**src/ecsea_pkg.sv**
```systemverilog
/*
  Constants shared by the self-checking error analysis translator:
  plane layout, parity-check matrix rows, command word fields and status
  word bit positions.
  Assumes a 16-bit data word, six check planes and four spare planes.
*/
package ecsea_pkg;

  // ==========================================================
  // Plane layout of one stored word
  localparam int ECSEA_DATA_W = 16;
  localparam int ECSEA_CHK_W = 6;
  localparam int ECSEA_CODE_W = 22;
  localparam int ECSEA_SPARE_N = 4;
  localparam int ECSEA_PLANE_W = 26;
  localparam int ECSEA_CHK_LSB = 16;
  localparam int ECSEA_SPARE_LSB = 22;

  // ==========================================================
  // Rows of the odd-weight check matrix, bit i is data bit i
  localparam logic [15:0] ECSEA_ROW [6] = '{
    16'h00FF, 16'h1FE0, 16'h6927, 16'hB259, 16'hDC8A, 16'hE714
  };

  // ==========================================================
  // Command word held in the storage data register
  localparam int ECSEA_CMD_KIND_LSB = 14;
  localparam logic [1:0] ECSEA_CMD_SPARE = 2'h0;
  localparam logic [1:0] ECSEA_CMD_MODE = 2'h1;
  localparam logic [1:0] ECSEA_CMD_FAKE_CB = 2'h2;
  localparam logic [1:0] ECSEA_CMD_CLR_FREEZE = 2'h3;
  localparam int ECSEA_CMD_SPARE_SEL_LSB = 12;
  localparam int ECSEA_CMD_MODE_TEST = 0;
  localparam int ECSEA_CMD_MODE_NOCORR = 1;

  // ==========================================================
  // Error/status word bit positions and reset value
  localparam int ECSEA_ST_NO_ERR = 0;
  localparam int ECSEA_ST_SINGLE = 1;
  localparam int ECSEA_ST_DOUBLE = 2;
  localparam int ECSEA_ST_XLAT = 3;
  localparam int ECSEA_ST_CB_LSB = 4;
  localparam int ECSEA_ST_WR_PAR = 10;
  localparam int ECSEA_ST_N_DOUBLE = 12;
  localparam int ECSEA_ST_N_XLAT = 13;
  localparam logic [15:0] ECSEA_STATUS_RST = 16'h0000;

endpackage

```
**src/ecsea_dr_parity.sv**
```systemverilog
/*
  Split parity tree with a dual-rail (morphic) output.
  Assumes the caller reads the pair as one value when the rails differ;
  a fault inside one half disturbs only one rail.
*/
`timescale 1ns/1ps
module ecsea_dr_parity #(
  parameter int N = 9
) (
  input wire logic [N-1:0] bits,
  output logic [1:0] pair
);
  // ==========================================================
  // Two independent partial trees, one per rail
  always_comb begin
    pair[0] = ^bits[N/2-1:0];
    pair[1] = ^bits[N-1:N/2];
  end
endmodule

```
**src/ecsea_spare_decode.sv**
```systemverilog
/*
  Decodes one spare assignment pattern into a one-hot plane select.
  Assumes the pattern is a column of the check matrix; any other pattern,
  including all zero, selects nothing.
*/
`timescale 1ns/1ps
module ecsea_spare_decode
  import ecsea_pkg::*;
(
  input wire logic [5:0] pattern,
  output logic [ECSEA_CODE_W-1:0] sel
);
  // ==========================================================
  // Match the pattern against every data and check column
  always_comb begin
    logic [5:0] col;
    col = 6'h00;
    sel = '0;
    for (int i = 0; i < ECSEA_DATA_W; i++) begin
      for (int r = 0; r < ECSEA_CHK_W; r++) begin
        col[r] = ECSEA_ROW[r][i];
      end
      sel[i] = (pattern == col); // RULE_22
    end
    for (int k = 0; k < ECSEA_CHK_W; k++) begin
      sel[ECSEA_CHK_LSB+k] = (pattern == 6'(1 << k)); // RULE_22
    end
    if (pattern == 6'h00) begin
      sel = '0; // RULE_24
    end
  end
endmodule

```
**src/ecsea_translator.sv**
```systemverilog
/*
  Error analysis, command and status section of a memory translator.
  Assumes memory cycles and command strobes are single-cycle pulses
  synchronous to mclk and never overlap; the partner microcode honours
  the storage address freeze output.
*/
// Operation
// RULE_01 - Every analysis signal travels as rail pair
// RULE_02 - A: dual-rail AND of six syndromes
// RULE_03 - B: two rail parity trees, byte parity blocked
// RULE_04 - No error when A one, B zero
// RULE_05 - A and B both one: circuit failure
// RULE_06 - Single error: A zero, B one
// RULE_07 - Double error: A zero, B zero
// RULE_08 - Circuit check ANDs four normally-one inputs
// RULE_09 - Byte parity plus check bits parity even
// RULE_10 - Single error valid only with consistency
// RULE_11 - Exactly one outcome flag, else failure
// RULE_12 - Command strobe loads storage data register
// RULE_13 - Four command kinds decoded
// RULE_14 - Spare command loads spare assignment register
// RULE_15 - Fake check bits replace generated on stores
// RULE_16 - Double error freezes address until cleared
// RULE_17 - Mode command selects test and diagnostics
// RULE_18 - Status bits 0-3 test-mode read results
// RULE_19 - Status bits 4-9 check bits read
// RULE_20 - Bits 10,12,13 write/normal errors; others spare
// RULE_21 - Four spare assignment registers hold syndromes
// RULE_22 - Decoded pattern swaps spare plane in
// RULE_23 - Syndromes: odd parity over nine-bit fields
// RULE_24 - Zero pattern means spare unassigned
// RULE_25 - Status held until next cycle overwrites
`timescale 1ns/1ps
module ecsea_translator
  import ecsea_pkg::*;
(
  input wire logic mclk,
  input wire logic rstn,
  input wire logic mem_rd,
  input wire logic [ECSEA_PLANE_W-1:0] rd_planes,
  input wire logic mem_wr,
  input wire logic [ECSEA_DATA_W-1:0] wr_data,
  input wire logic [1:0] wr_byte_par,
  input wire logic translator_command_op,
  input wire logic [15:0] storage_data_reg,
  output logic [ECSEA_PLANE_W-1:0] wr_planes,
  output logic [ECSEA_CODE_W-1:0] rd_word,
  output logic rd_done,
  output logic wr_done,
  output logic no_error,
  output logic single_error,
  output logic double_error,
  output logic circuit_error,
  output logic storage_address_freeze,
  output logic test_mode,
  output logic inhibit_correct,
  output logic [15:0] translator_error_status_word
);

  // ==========================================================
  // State of the block as one record
  typedef struct packed {
    logic [15:0] cmd;
    logic test;
    logic nocorr;
    logic fake_en;
    logic [5:0] fake_cb;
    logic [3:0][5:0] spare;
    logic freeze;
    logic [15:0] status;
    logic [ECSEA_PLANE_W-1:0] wr_planes;
    logic [ECSEA_CODE_W-1:0] rd_word;
    logic rd_done;
    logic wr_done;
    logic no_err;
    logic single;
    logic dbl;
    logic cerr;
  } ecsea_state_t;

  ecsea_state_t st_q;
  ecsea_state_t st_d;

  // ==========================================================
  // Dual-rail helpers: value is the XOR of the rails
  function automatic logic dr_val(input logic [1:0] p);
    dr_val = p[1] ^ p[0];
  endfunction

  // Phase taken from an input so both rails keep toggling
  function automatic logic [1:0] dr_mk(input logic v, input logic ph);
    dr_mk = {ph, v ^ ph};
  endfunction

  function automatic logic [1:0] dr_not(input logic [1:0] p);
    dr_not = {p[1], ~p[0]};
  endfunction

  function automatic logic [1:0] dual_rail_and(input logic [1:0] x, input logic [1:0] y);
    dual_rail_and = dr_mk(dr_val(x) & dr_val(y), x[1]);
  endfunction

  // ==========================================================
  // Spare plane substitution on the read path
  logic [3:0][ECSEA_CODE_W-1:0] spare_sel;
  logic [ECSEA_CODE_W-1:0] code_rd;

  for (genvar k = 0; k < ECSEA_SPARE_N; k++) begin : g_spare
    ecsea_spare_decode u_dec (
      .pattern(st_q.spare[k]),
      .sel(spare_sel[k])
    );
  end

  // Later spare wins if microcode ever assigns two to one bit
  always_comb begin
    code_rd = rd_planes[ECSEA_CODE_W-1:0];
    for (int k = 0; k < ECSEA_SPARE_N; k++) begin
      for (int j = 0; j < ECSEA_CODE_W; j++) begin
        if (spare_sel[k][j]) begin
          code_rd[j] = rd_planes[ECSEA_SPARE_LSB+k]; // RULE_22
        end
      end
    end
  end

  // ==========================================================
  // Syndrome trees over data field and its check bit
  logic [5:0][8:0] field;
  logic [5:0][1:0] syn;

  for (genvar r = 0; r < ECSEA_CHK_W; r++) begin : g_syn
    always_comb begin
      int n;
      n = 0;
      field[r] = '0;
      for (int i = 0; i < ECSEA_DATA_W; i++) begin
        if (ECSEA_ROW[r][i]) begin
          field[r][n[2:0]] = code_rd[i];
          n = n + 1;
        end
      end
      field[r][8] = code_rd[ECSEA_CHK_LSB+r];
    end
    ecsea_dr_parity #(.N(9)) u_syn (
      .bits(field[r]), // RULE_23
      .pair(syn[r])
    );
  end

  // ==========================================================
  // Check bit generation and byte parity for both cycle kinds
  logic [ECSEA_DATA_W-1:0] data_in;
  logic [5:0] gen_cb;
  logic [1:0] byte_par;

  always_comb begin
    data_in = mem_rd ? code_rd[ECSEA_DATA_W-1:0] : wr_data;
    for (int r = 0; r < ECSEA_CHK_W; r++) begin
      gen_cb[r] = ~^(data_in & ECSEA_ROW[r]);
    end
    // On reads the byte parity is regenerated from the data
    byte_par = mem_rd ? {~^data_in[15:8], ~^data_in[7:0]} : wr_byte_par;
  end

  // ==========================================================
  // Morphic error analysis network
  logic [1:0] sig_a;
  logic [1:0] sig_b;
  logic [1:0] sig_p;
  logic [1:0] sig_q;
  logic [1:0] sig_r;
  logic [1:0] sig_s;
  logic [1:0] sig_t;
  logic [1:0] sig_u;
  logic [1:0] sig_tr;
  logic [1:0] sig_prs;
  logic [1:0] sig_d;
  logic [1:0] t_raw;
  logic [1:0] u_raw;
  logic [1:0] gated_bp;
  logic [7:0] t_bits;
  logic [17:0] u_bits;

  always_comb begin
    sig_a = syn[0];
    for (int r = 1; r < ECSEA_CHK_W; r++) begin
      sig_a = dual_rail_and(sig_a, syn[r]); // RULE_02
    end
    // Byte parity inputs are held out of the B trees on reads
    gated_bp = mem_rd ? 2'h0 : byte_par; // RULE_03
    sig_b[0] = ^{gated_bp[0], syn[0][0], syn[1][0], syn[2][0], syn[3][0], syn[4][0], syn[5][0]};
    sig_b[1] = ^{gated_bp[1], syn[0][1], syn[1][1], syn[2][1], syn[3][1], syn[4][1], syn[5][1]};
    if (!mem_rd) begin
      sig_b[1] = sig_b[1] ^ gated_bp[0] ^ gated_bp[1] ^ 1'b1;
    end
    sig_p = dual_rail_and(sig_a, dr_not(sig_b)); // RULE_04
    sig_q = dual_rail_and(sig_a, sig_b); // RULE_05
    sig_r = dual_rail_and(dr_not(sig_a), sig_b); // RULE_06
    sig_s = dual_rail_and(dr_not(sig_a), dr_not(sig_b)); // RULE_07
    // Combined parity of byte parity and check bits must be even
    t_bits = {byte_par, mem_wr ? (st_q.fake_en ? st_q.fake_cb : gen_cb) : gen_cb};
    t_raw = {^t_bits[7:4], ^t_bits[3:0]};
    sig_t = dr_not(t_raw); // RULE_09
    // Single error only trusted alongside a consistent code
    sig_tr = dual_rail_and(sig_t, dr_mk(~dr_val(sig_r) | dr_val(sig_t), sig_r[1])); // RULE_10
    // Byte parity check: each byte plus its bit must be odd
    u_bits = {byte_par[1], data_in[15:8], byte_par[0], data_in[7:0]};
    u_raw = {^u_bits[17:9], ^u_bits[8:0]};
    sig_u = dr_mk(dr_val(u_raw[1:1] == 1'b1 ? 2'h1 : 2'h0) & u_raw[0], u_raw[1]);
    // Odd count of P, R, S means exactly one outcome
    sig_prs = {dr_val(sig_p) ^ dr_val(sig_r), dr_val(sig_s)}; // RULE_11
    sig_d = dual_rail_and(dual_rail_and(sig_u, dr_not(sig_q)),
      dual_rail_and(sig_tr, sig_prs)); // RULE_08
    // Stores judge only byte parity and code consistency; the syndrome
    // network is looking at stale read planes then and would give false alarms
    if (!mem_rd) begin
      sig_d = dual_rail_and(sig_u, sig_t); // RULE_20
    end
  end

  // ==========================================================
  // Next-state: commands, memory cycles, status capture
  always_comb begin
    logic [1:0] kind;
    logic cerr;
    logic rd_cerr;
    logic [5:0] cb_out;
    kind = 2'h0;
    cerr = 1'b0;
    rd_cerr = 1'b0;
    cb_out = 6'h00;
    st_d = st_q;
    st_d.rd_done = 1'b0;
    st_d.wr_done = 1'b0;
    cerr = ~dr_val(sig_d); // RULE_01
    if (translator_command_op) begin
      st_d.cmd = storage_data_reg; // RULE_12
      kind = storage_data_reg[ECSEA_CMD_KIND_LSB +: 2];
      unique case (kind) // RULE_13
        ECSEA_CMD_SPARE: begin
          st_d.spare[storage_data_reg[ECSEA_CMD_SPARE_SEL_LSB +: 2]] =
            storage_data_reg[5:0]; // RULE_14 RULE_21
        end
        ECSEA_CMD_MODE: begin
          st_d.test = storage_data_reg[ECSEA_CMD_MODE_TEST]; // RULE_17
          st_d.nocorr = storage_data_reg[ECSEA_CMD_MODE_NOCORR];
          st_d.fake_en = 1'b0;
        end
        ECSEA_CMD_FAKE_CB: begin
          st_d.fake_cb = storage_data_reg[5:0]; // RULE_15
          st_d.fake_en = 1'b1;
        end
        ECSEA_CMD_CLR_FREEZE: begin
          st_d.freeze = 1'b0; // RULE_16
        end
      endcase
    end
    if (mem_rd) begin
      rd_cerr = cerr;
      st_d.rd_word = code_rd;
      st_d.rd_done = 1'b1;
      st_d.no_err = dr_val(sig_p) & ~cerr;
      st_d.single = dr_val(sig_r) & ~cerr;
      st_d.dbl = dr_val(sig_s) & ~cerr;
      st_d.cerr = cerr;
      st_d.status = ECSEA_STATUS_RST; // RULE_25
      st_d.status[ECSEA_ST_CB_LSB +: 6] = rd_planes[ECSEA_CHK_LSB +: 6]; // RULE_19
      if (st_q.test) begin
        st_d.status[ECSEA_ST_NO_ERR] = st_d.no_err; // RULE_18
        st_d.status[ECSEA_ST_SINGLE] = st_d.single;
        st_d.status[ECSEA_ST_DOUBLE] = st_d.dbl;
        st_d.status[ECSEA_ST_XLAT] = rd_cerr;
      end else begin
        st_d.status[ECSEA_ST_N_DOUBLE] = st_d.dbl; // RULE_20
        st_d.status[ECSEA_ST_N_XLAT] = rd_cerr;
      end
      // Set wins over a clear command in the same cycle
      if (dr_val(sig_s)) begin
        st_d.freeze = 1'b1; // RULE_16
      end
    end else if (mem_wr) begin
      cb_out = st_q.fake_en ? st_q.fake_cb : gen_cb; // RULE_15
      st_d.wr_planes[ECSEA_DATA_W-1:0] = wr_data;
      st_d.wr_planes[ECSEA_CHK_LSB +: 6] = cb_out;
      // Each assigned spare plane stores the bit it stands in for
      for (int k = 0; k < ECSEA_SPARE_N; k++) begin
        st_d.wr_planes[ECSEA_SPARE_LSB+k] = 1'b0;
        for (int j = 0; j < ECSEA_CODE_W; j++) begin
          if (spare_sel[k][j]) begin
            st_d.wr_planes[ECSEA_SPARE_LSB+k] = st_d.wr_planes[j]; // RULE_22
          end
        end
      end
      st_d.wr_done = 1'b1;
      st_d.status = ECSEA_STATUS_RST;
      st_d.status[ECSEA_ST_WR_PAR] = cerr; // RULE_20
      st_d.cerr = cerr;
    end
  end

  // ==========================================================
  // State register
  always_ff @(posedge mclk or negedge rstn) begin
    if (!rstn) begin
      st_q <= '0;
    end else begin
      st_q <= st_d;
    end
  end

  // ==========================================================
  // Outputs straight from the state record
  assign wr_planes = st_q.wr_planes;
  assign rd_word = st_q.rd_word;
  assign rd_done = st_q.rd_done;
  assign wr_done = st_q.wr_done;
  assign no_error = st_q.no_err;
  assign single_error = st_q.single;
  assign double_error = st_q.dbl;
  assign circuit_error = st_q.cerr;
  assign storage_address_freeze = st_q.freeze;
  assign test_mode = st_q.test;
  assign inhibit_correct = st_q.nocorr;
  assign translator_error_status_word = st_q.status;

endmodule

```
**config.mk**
```make
export PLATFORM = sky130hd
export DESIGN_NAME = ecsea_translator
export DESIGN_NICKNAME = d
export VERILOG_FILES = /design/src/ecsea_pkg.sv /design/src/ecsea_dr_parity.sv /design/src/ecsea_spare_decode.sv /design/src/ecsea_translator.sv
export SDC_FILE = /design/constraint.sdc
export NUM_CORES = 1
export LEC_CHECK = 0
export BUFFER_PORTS_ARGS = -buffer_cell sky130_fd_sc_hd__buf_2
export CORE_UTILIZATION = 54
export CTS_BUF_LIST = sky130_fd_sc_hd__clkbuf_4
export CTS_CLUSTER_DIAMETER = 100
export CTS_CLUSTER_SIZE = 25
export DETAILED_ROUTE_END_ITERATION = 16
export PLACE_DENSITY = 0.77
export SLEW_MARGIN = 20
export SYNTH_ARGS = -nofsm -noshare
export SYNTH_HDL_FRONTEND = slang
export SYNTH_SLANG_ARGS = --single-unit
```
**constraint.sdc**
```tcl
create_clock -name mclk -period 3.6 [get_ports mclk]
set_input_delay 0.36 -clock mclk [delete_from_list [all_inputs] [get_ports mclk]]
set_output_delay 0.36 -clock mclk [all_outputs]
set_load 0.02 [all_outputs]
```
# After elaboration in Yosys (flattened, before gate mapping)
# Index checks and enable logic that the tools add are counted.
# Widths: inputs -> output; s select.
[word_totals] reg_bits=104 in_bits=65 output_inout_bits=73
[classes] magnitude_cmp=2 n_eq_ne=91 n_mux=205 bitwise_logic=73 n_reduce_logical=39
[op_table] cell="$eq 6x6->1 const B" count=36
[op_table] cell="$mux 1" count=188
[op_table] cell="$eq 6x5->1 const B" count=24
[op_table] cell="$reduce_xnor 16->1" count=6
[op_table] cell="$mux 22" count=4
[op_table] cell="$eq 6x4->1 const B" count=12
[op_table] cell="$eq 6x3->1 const B" count=8
[op_table] cell="$xor 1x1->1" count=45
[op_table] cell="$mux 42" count=1
[op_table] cell="$mux 16" count=2
[op_table] cell="$reduce_xor 4->1" count=8
[op_table] cell="$reduce_xor 5->1" count=6
[op_table] cell="$bwmux 24" count=1
[op_table] cell="$eq 6x1->1 const B" count=4
[op_table] cell="$eq 6x2->1 const B" count=4
[op_table] cell="$logic_not 6->1" count=4
[op_table] cell="$and 1x1->1" count=18
[op_table] cell="$mux 6" count=3
[op_table] cell="$reduce_xor 9->1" count=2
[op_table] cell="$reduce_xnor 8->1" count=2
[op_table] cell="$reduce_xor 7->1" count=2
[op_table] cell="$demux 6 s2" count=1
[op_table] cell="$reduce_and 2->1" count=5
[op_table] cell="$not 1->1" count=8
[op_table] cell="12 further kinds" count=16

# Logic depth before layout (Yosys ltp)
# Gate-level depths: netlist of the first run.
[depth] word_depth=44 depth_mapped=15 mapped_depth_nobuf=13

# Cells and area by module
# From an unflattened synthesis of the first run, not the netlist that was laid out.
[hier_totals] cells_unflattened=977 hier_area_um2=8516.9
[by_module_without_submodules] module="ecsea_translator" n_inst=1 cells_each=789 area_per_inst_um2=7233.2
[by_module_without_submodules] module="ecsea_spare_decode" n_inst=4 cells_each=38 area_per_inst_um2=221.5
[by_module_without_submodules] module="ecsea_dr_parity" n_inst=6 cells_each=6 area_per_inst_um2=66.3

# Worst setup path before layout of the first run
# OpenSTA, ideal clock, no wires.
[synth_path] path_kind="register -> register" startpoint="register st_q[73] (netlist bit)" endpoint="register st_q (netlist bit translator_error_status_word[0])" setup_time_ns=0.121 arrival_time_ns=3.567 required_ns=3.479 slack_ns=-0.088 stages_incl_launch_ff=13 path_buffers=0 synth_period_minus_slack_ns=3.688 cell_sequence="dfrtp_1 -> or4b_1 -> o311a_1 -> a2bb2oi_2 -> o211a_1 -> or2_1 -> xnor2_2 -> a2111o_1 -> o221a_2 -> xor3_1 -> xor2_2 -> and3_1 -> a22o_1"
[synth_via] elab_chain_cells=44 word_cells_on_any_way=217 cone_classes="eq/ne: 22; mux: 99; bitwise: 69; reduce/logical: 27"
[synth_lines] element="start: declaration" line_no="ecsea_translator.sv:81" text="ecsea_state_t st_q;"
[synth_lines] element="start signal: assignment" line_no="ecsea_translator.sv:308" text="st_q <= st_d;"
[synth_lines] element="$eq 6x6->1 (tied with other cells)" line_no="ecsea_spare_decode.sv:23" text="sel[i] = (pattern == col);"
[synth_lines] element="$mux 22 (*)" line_no="ecsea_spare_decode.sv:28" text="if (pattern == 6'h00) begin"
[synth_lines] element="$mux 1 (4 in series)" line_no="ecsea_translator.sv:120" text="if (spare_sel[k][j]) begin"
[synth_lines] element="$reduce_xor 5->1 / $reduce_xor 4->1 (equally long branches)" line_no="ecsea_dr_parity.sv:17, ecsea_dr_parity.sv:16"
[synth_lines] element="$xor 1x1->1" line_no="ecsea_translator.sv:87" text="dr_val = p[1] ^ p[0];"
[synth_lines] element="$and 1x1->1" line_no="ecsea_translator.sv:100" text="dual_rail_and = dr_mk(dr_val(x) & dr_val(y), x[1]);"
[synth_lines] element="$xor 1x1->1" line_no="ecsea_translator.sv:92" text="dr_mk = {ph, v ^ ph};"
[synth_lines] element="$xor 1x1->1" line_no="ecsea_translator.sv:87"
[synth_lines] element="[... 25 more ...]"
[synth_lines] element="$xor 1x1->1" line_no="ecsea_translator.sv:87"
[synth_lines] element="$and 1x1->1" line_no="ecsea_translator.sv:100"
[synth_lines] element="$xor 1x1->1" line_no="ecsea_translator.sv:92"
[synth_lines] element="$mux 1" line_no="ecsea_translator.sv:217" text="if (!mem_rd) begin"
[synth_lines] element="$xor 1x1->1" line_no="ecsea_translator.sv:87"
[synth_lines] element="$and 1x1->1 (*)" line_no="ecsea_translator.sv:263" text="st_d.no_err = dr_val(sig_p) & ~cerr;"
[synth_lines] element="$mux 4 (*)" line_no="ecsea_translator.sv:269" text="if (st_q.test) begin"
[synth_lines] element="$mux 16 (*)" line_no="ecsea_translator.sv:259" text="if (mem_rd) begin"
# Mark *: on every way between the ends. The rest lies on a longest branch, timed or not.
# A chain may end at the register's enable or synchronous reset.

# Worst setup path in the final report of the first run
[layout_path] startpoint="register st_q[72] (netlist bit)" endpoint="register st_q (netlist bit translator_error_status_word[0])"
# The elaborated chain is that of the path after synthesis.

==> results of run 1 <==
==> repair_timing <==
action	in CTS	in global routing
hold buffers	1	0
hold endpoints to repair	18	0
setup buffers	23	33
gates resized for setup	75	111
setup endpoints to repair	16	17
cloned	0	1
pin swaps	34	49
==> worst max-delay path: stages (launching register included) <==
cell       delay [ns]
dfrtp_2          0.49
buf_6            0.15
nand4bb_4        0.27
o22a_1           0.20
a211o_1          0.30
a31oi_4          0.29
buf_4            0.16
xor2_1           0.24
a21oi_2          0.13
xnor2_2          0.18
xnor3_1          0.44
xnor3_1          0.27
o21ai_2          0.27
xor2_4           0.25
and3_4           0.23
a22o_1           0.12
==> worst max-delay path by stage <==
stage | startpoint | to | slack [ns] | cells after the start
6_report | st_q[72]$_DFFE_PN0P_ | translator_error_status_word[0]$_DFFE_PN0P_ | -0.45 | 15
5_1_grt | st_q[72]$_DFFE_PN0P_ | translator_error_status_word[1]$_DFFE_PN0P_ | -0.58 | 16
4_1_cts | st_q[73]$_DFFE_PN0P_ | translator_error_status_word[1]$_DFFE_PN0P_ | -0.17 | 15
3_5_place_dp | st_q[84]$_DFFE_PN0P_ | wr_planes[23]$_DFFE_PN0P_ | -0.29 | 15
3_3_place_gp | st_q[72]$_DFFE_PN0P_ | translator_error_status_word[1]$_DFFE_PN0P_ | -0.25 | 16
2_1_floorplan | st_q[73]$_DFFE_PN0P_ | translator_error_status_word[1]$_DFFE_PN0P_ | 0.006 | 12
==> cells by family after synthesis <==
logic type	count (synthesis)	synth area share
simple gates	378	0.232
compound gates	236	0.191
buf+inv	150	0.0957
flops	101	0.286
xor+xnor	87	0.105
mux	68	0.0843
fa+ha+maj	4	0.00567
other cells	1	0.000425
==> layout make-up <==
type                       count  area [um2]
antenna                        2        5.00
clock buffer                   9        67.6
inverter                      20        75.1
clock inverter                 7        80.1
fill                        1128        3680
sequential                   101        2540
tap                          216         270
multi-input combinational    776        6300
timing repair buffer         422        2930
==> per-stage QoR <==
| step | instance area (um2) | TNS [ns] | cells |
|---|---|---|---|
| 2_1_floorplan | 8840 | 0 | 1027 |
| 4_1_cts | 11500 | -1.37 | 1518 |
| 3_3_place_gp | 10800 | -2.27 | 1478 |
| 3_5_place_dp | 10800 | -3.09 | 1478 |
| 6_report | 12300 | -4.96 | 1553 |
| 5_1_grt | 12300 | -6.72 | 1553 |
==> synth_stat cells, types with 17 or more instances <==
cell type | instances | area, um2
nand3_1 | 34 | 170
xnor2_1 | 49 | 429
clkbuf_1 | 37 | 139
inv_1 | 20 | 75.1
nand2b_1 | 20 | 125
buf_4 | 68 | 510
nor3_1 | 17 | 85.1
a21oi_1 | 42 | 210
dfrtp_1 | 101 | 2530
o21ai_0 | 51 | 255
nor2b_1 | 22 | 138
xor2_1 | 24 | 210
nor2_1 | 75 | 282
nand2_1 | 109 | 409
buf_2 | 20 | 100
mux2_2 | 51 | 574
mux2i_1 | 17 | 170
==> state kept, by name, indices dropped and copies added, names as in the netlist <==
signal / count
double_error: 1
rd_done: 1
wr_planes: 26
wr_done: 1
test_mode: 1
translator_error_status_word: 13
circuit_error: 1
inhibit_correct: 1
st_q: 31
no_error: 1
storage_address_freeze: 1
rd_word: 22
single_error: 1
==> report_power, final <==
part / switching, W / internal [W]
Sequential: 0.000239 / 0.00138
Combinational: 0.00269 / 0.00259
Clock: 0.000447 / 0.000222
==> cells in the final DEF (no fill, tap or decap), types with 12 or more instances in the layout <==
cell,count
mux2_2,50
buf_2,127
inv_1,20
nand2b_1,16
nand2_1,105
xor2_1,17
nand4_1,12
o21ai_0,43
nor2_1,67
nor3_1,14
dfrtp_1,90
mux2i_1,15
buf_6,21
a21oi_1,37
xnor2_1,34
xnor2_2,15
nor2b_1,15
buf_4,272
nand3_1,32
==> metal layers <==
layer / vias to the layer above / wire length, um / track usage
met5: - / 0 / 0
met4: 0 / 1970 / 0.171
met3: 157 / 3060 / 0.0652
met2: 584 / 15500 / 0.598
met1: 4591 / 13600 / 0.502
li1: 4239 / - / -
==> results.cfg, run 1 <==
[synth]
synth-edff-count = 0
ys_warn_count = 0
async_reset_ff_frac = 1.00
synth.yosys.seq_area_share = 0.286
ys_seq_elements = 101
synth_top_flop_cell = dfrtp_1
ys_types = 95
syn_inst = 1025
syn-mean-instance-area_um2 = 8.61
synth_area_um2 = 8830

[route]
wl_mm = 34.1
drc = 0
dr.first_iter.drc_count = 961
first_pass_iters = 7
post_drt_wl_per_cell_um = 21.9
routed_via_density = 6.16
antenna_left = 0
vias = 9571

[sta]
fin_crit_ns = 4.05
rsz0062_at_grt = yes
hold_viol = 0
maxSlewViolCount = 0
fin_hold_ws_ns = 0.0708
tightest_slew_ns = 0.969
setup_ws_ns = -0.452
skew_ns = 0.0289
setup_viol_count_final = 16
finalCritPeriodShare = 1.13
relSlewSlack = 0.354
max_freq_mhz = 247

[clock_network]
clock_path_buffers = 2
clk_pin_slew_ns = 0.18
htree_levels = 3
clkLatencyLatePin_ns = 0.53
root_buffer = clkbuf_4
cts_made_buffers = 9
cts_tree = yes
clock-sinks = 101

[floorplan]
start_util = 0.554
core_area_um2 = 15900
fp.dieArea_um2 = 16900
die_w_um = 130
fp-row-count = 46
ios = 138
chipHeight_um = 130

[power_and_ir_drop]
cellLeakagePower_nw = 5.57
total_power_w = 0.00757
ir_drop_uv = 624
p_per_area_nw_per_um2 = 617

[place]
place_hpwl_mm = 24.6
port_buffers = 128
routabilityCongestion = 0.976
dp_worst_setup_slack_ns = -0.288

[global_route]
grt_use_total = 0.377
antenna_found_initial = 2
overflow = 0
grt_pass1_vias = 8552
grt_pass1_wl_mm = 47.1
grt_max_degree = 80

[worst_hold_path]
hold_class = primary input to flip-flop
hold_depth = 2
min_to = translator_error_status_word[5]$_DFFE_PN0P_
hp-start = rd_planes[17]

[setup_path]
r2r_cells = 15
critPathLaunchType = flip-flop
arrival_ns = 4.53
reg2reg_to = translator_error_status_word[0]$_DFFE_PN0P_
path_class = flip-flop to flip-flop
r2r-start = st_q[72]$_DFFE_PN0P_
cp_max_fo = 7
endpoint_kind = flip-flop
required_ns = 4.08
rrSetupSlack_ns = -0.45

[finish]
drive_gt1_frac = 0.477
utilization = 0.769
area_growth_pct = 39.0
nNetsFinal = 1399

[run_status]
outcome = complete, but fails checks
violations = setup timing

[job]
max_cap_viol_count = 0
(Power assumes the default switching activity.)
==> run 2: changes to the inputs <==
ABC_CLOCK_PERIOD_IN_PS = 4900   (was default)
CORE_UTILIZATION = 55   (was 54)
PLACE_DENSITY = 0.75   (was 0.77)
clock period = 4.9 ns   (was 3.6 ns; I/O delays follow)
==> results.cfg, run 2 (same netlist as run 1, synthesis figures left out) <==
[power_and_ir_drop]
p_per_area_nw_per_um2 = 437
cellLeakagePower_nw = 4.00
internal_power_w = 0.00217
comb_power_share = 0.561
power.switching_w = 0.00189
switching_share = 0.465
clockPowerShare = 0.129
seq_power_share = 0.311
total_power_w = 0.00405
ir_drop_uv = 342

[sta]
hold_viol = 0
fin_tns_setup_ns = 0
fin_hold_ws_ns = 0.195
setup_viol_count_final = 0
setup_ws_ns = 0.462
skew_ns = 0.0237
tightest_slew_ns = 0.903
relSlewSlack = 0.393
rsz0062_at_grt = no
finalCritPeriodShare = 0.906
fin_crit_ns = 4.44
max_freq_mhz = 225
maxSlewViolCount = 0

[worst_hold_path]
hold_class = primary input to flip-flop
hold_depth = 2
min_to = translator_error_status_word[9]$_DFFE_PN0P_
hp-start = rd_planes[21]

[floorplan]
start_util = 0.572
ios = 138
chipHeight_um = 129
fp.dieArea_um2 = 16600
core_area_um2 = 15400
fp-row-count = 45
die_w_um = 129

[finish]
layout_common_cells = buf_2, nand2_1, dfrtp_1
area_growth_pct = 5.13
largest_register_ffs = 31
nNetsFinal = 1123
drive_gt1_frac = 0.235
final_common_cell = buf_2
top_register = st_q
utilization = 0.602

[setup_path]
cp_max_fo = 12
slowest_delay_ns = 0.57
r2r_cells = 13
arrival_ns = 4.86
r2r-start = st_q[86]$_DFFE_PN0P_
path_class = flip-flop to flip-flop
reg2reg_to = translator_error_status_word[1]$_DFFE_PN0P_
cp_top_family = XOR/XNOR gates
crit_path_start = st_q[86]$_DFFE_PN0P_
required_ns = 5.32
worst-path-buf-inv = 0
critPathLaunchType = flip-flop
slowest_stage = dfrtp_1
rrSetupSlack_ns = 0.46
path_cells = nor2b_1 -> nand4_1 -> o31a_1 -> and2_1 -> xnor2_1 -> xnor2_1 -> a21oi_2 -> xnor3_1 -> xnor3_1 -> o21ai_2 -> xor2_2 -> nand2b_2 -> o31ai_1
endpoint_kind = flip-flop

[job]
max_cap_viol_count = 0

[route]
wl_mm = 27.7
antenna_left = 0
first_pass_iters = 6
post_drt_wl_per_cell_um = 21.8
dr.first_iter.drc_count = 827
wl_met3_mm = 2.48
drc = 0
vias = 8019
met2_length_mm = 12.2
routed_via_density = 6.30
highest_layer = met4
drt-met1-wl_mm = 12.2

[place]
place_hpwl_mm = 21.7
port_buffers = 128
dp_worst_setup_slack_ns = 0.617
routabilityCongestion = 1.01

[global_route]
grt_pass1_vias = 7158
overflow = 0
grt_use_total = 0.338
antenna_found_initial = 1
grt_max_degree = 64
grt_pass1_wl_mm = 41.7

[clock_network]
htree_levels = 3
clock_path_buffers = 2
clk_pin_slew_ns = 0.17
clkLatencyLatePin_ns = 0.52
cts_tree = yes
clock-sinks = 101
cts_made_buffers = 9
cts.repair.resized = 0
root_buffer = clkbuf_4
post-cts-setup-buffer-count = 0

[run_status]
outcome = finished, final reports clean
## run 2: cell count changes in the layout (fill, tap and decap cells not counted), moves of 5 or more
cell	before	now
buf_4	272	18
buf_6	21	0
xnor2_1	34	49
xnor2_2	15	3
dfrtp_1	90	101
dfrtp_2	11	0
nor2_1	67	75
o21ai_0	43	51
nor2b_1	15	22
xor2_1	17	24
nor2_2	7	1
a21oi_1	37	42
o21ai_2	6	1
## run 2: layer usage
layer,track usage,vias to the layer above
met1,0.480,3867
met5,0,-
met3,0.0545,57
met2,0.518,409
li1,-,3686
met4,0.126,0
## run 2: how the worst max path moves through the flow
stage	endpoint	cells past startpoint	slack (ns)
3_5_place_dp	translator_error_status_word[1]$_DFFE_PN0P_	14	0.62
6_report	translator_error_status_word[1]$_DFFE_PN0P_	13	0.46
5_1_grt	translator_error_status_word[1]$_DFFE_PN0P_	13	0.21
3_3_place_gp	translator_error_status_word[1]$_DFFE_PN0P_	14	0.68
4_1_cts	translator_error_status_word[1]$_DFFE_PN0P_	14	0.55
2_1_floorplan	translator_error_status_word[0]$_DFFE_PN0P_	12	1.21
## run 2: power groups by stage
stage / registers, W / clock network (W) / logic [W]
after CTS: 0.00125 / 0.000529 / 0.00225
after detailed placement: 0.00126 / 0 / 0.00224
after global routing: 0.00129 / 0.000551 / 0.00244
after floorplan: 0.00114 / 0 / 0.00190
after global placement: 0.00126 / 0 / 0.00220
final: 0.00126 / 0.000522 / 0.00227
## run 2: final cells by class
cell class                 instances  area (um2)
fill                            1406        6150
multi-input combinational        776        5460
inverter                          20        75.1
sequential                       101        2530
clock buffer                       9        67.6
timing repair buffer             146         781
antenna                            2        5.00
clock inverter                     7        97.6
tap                              211         264
## run 2: timing repair
item / CTS / global route
hold buffers: 1 / 0
endpoints found under the setup margin: 0 / 0
endpoints found under the hold margin: 7 / 0
## run 2: stage by stage
step	cell area, um2	instances
2_1_floorplan	8830	1027
3_3_place_gp	9100	1253
3_5_place_dp	9100	1253
4_1_cts	9280	1270
5_1_grt	9280	1271
6_report	9280	1272
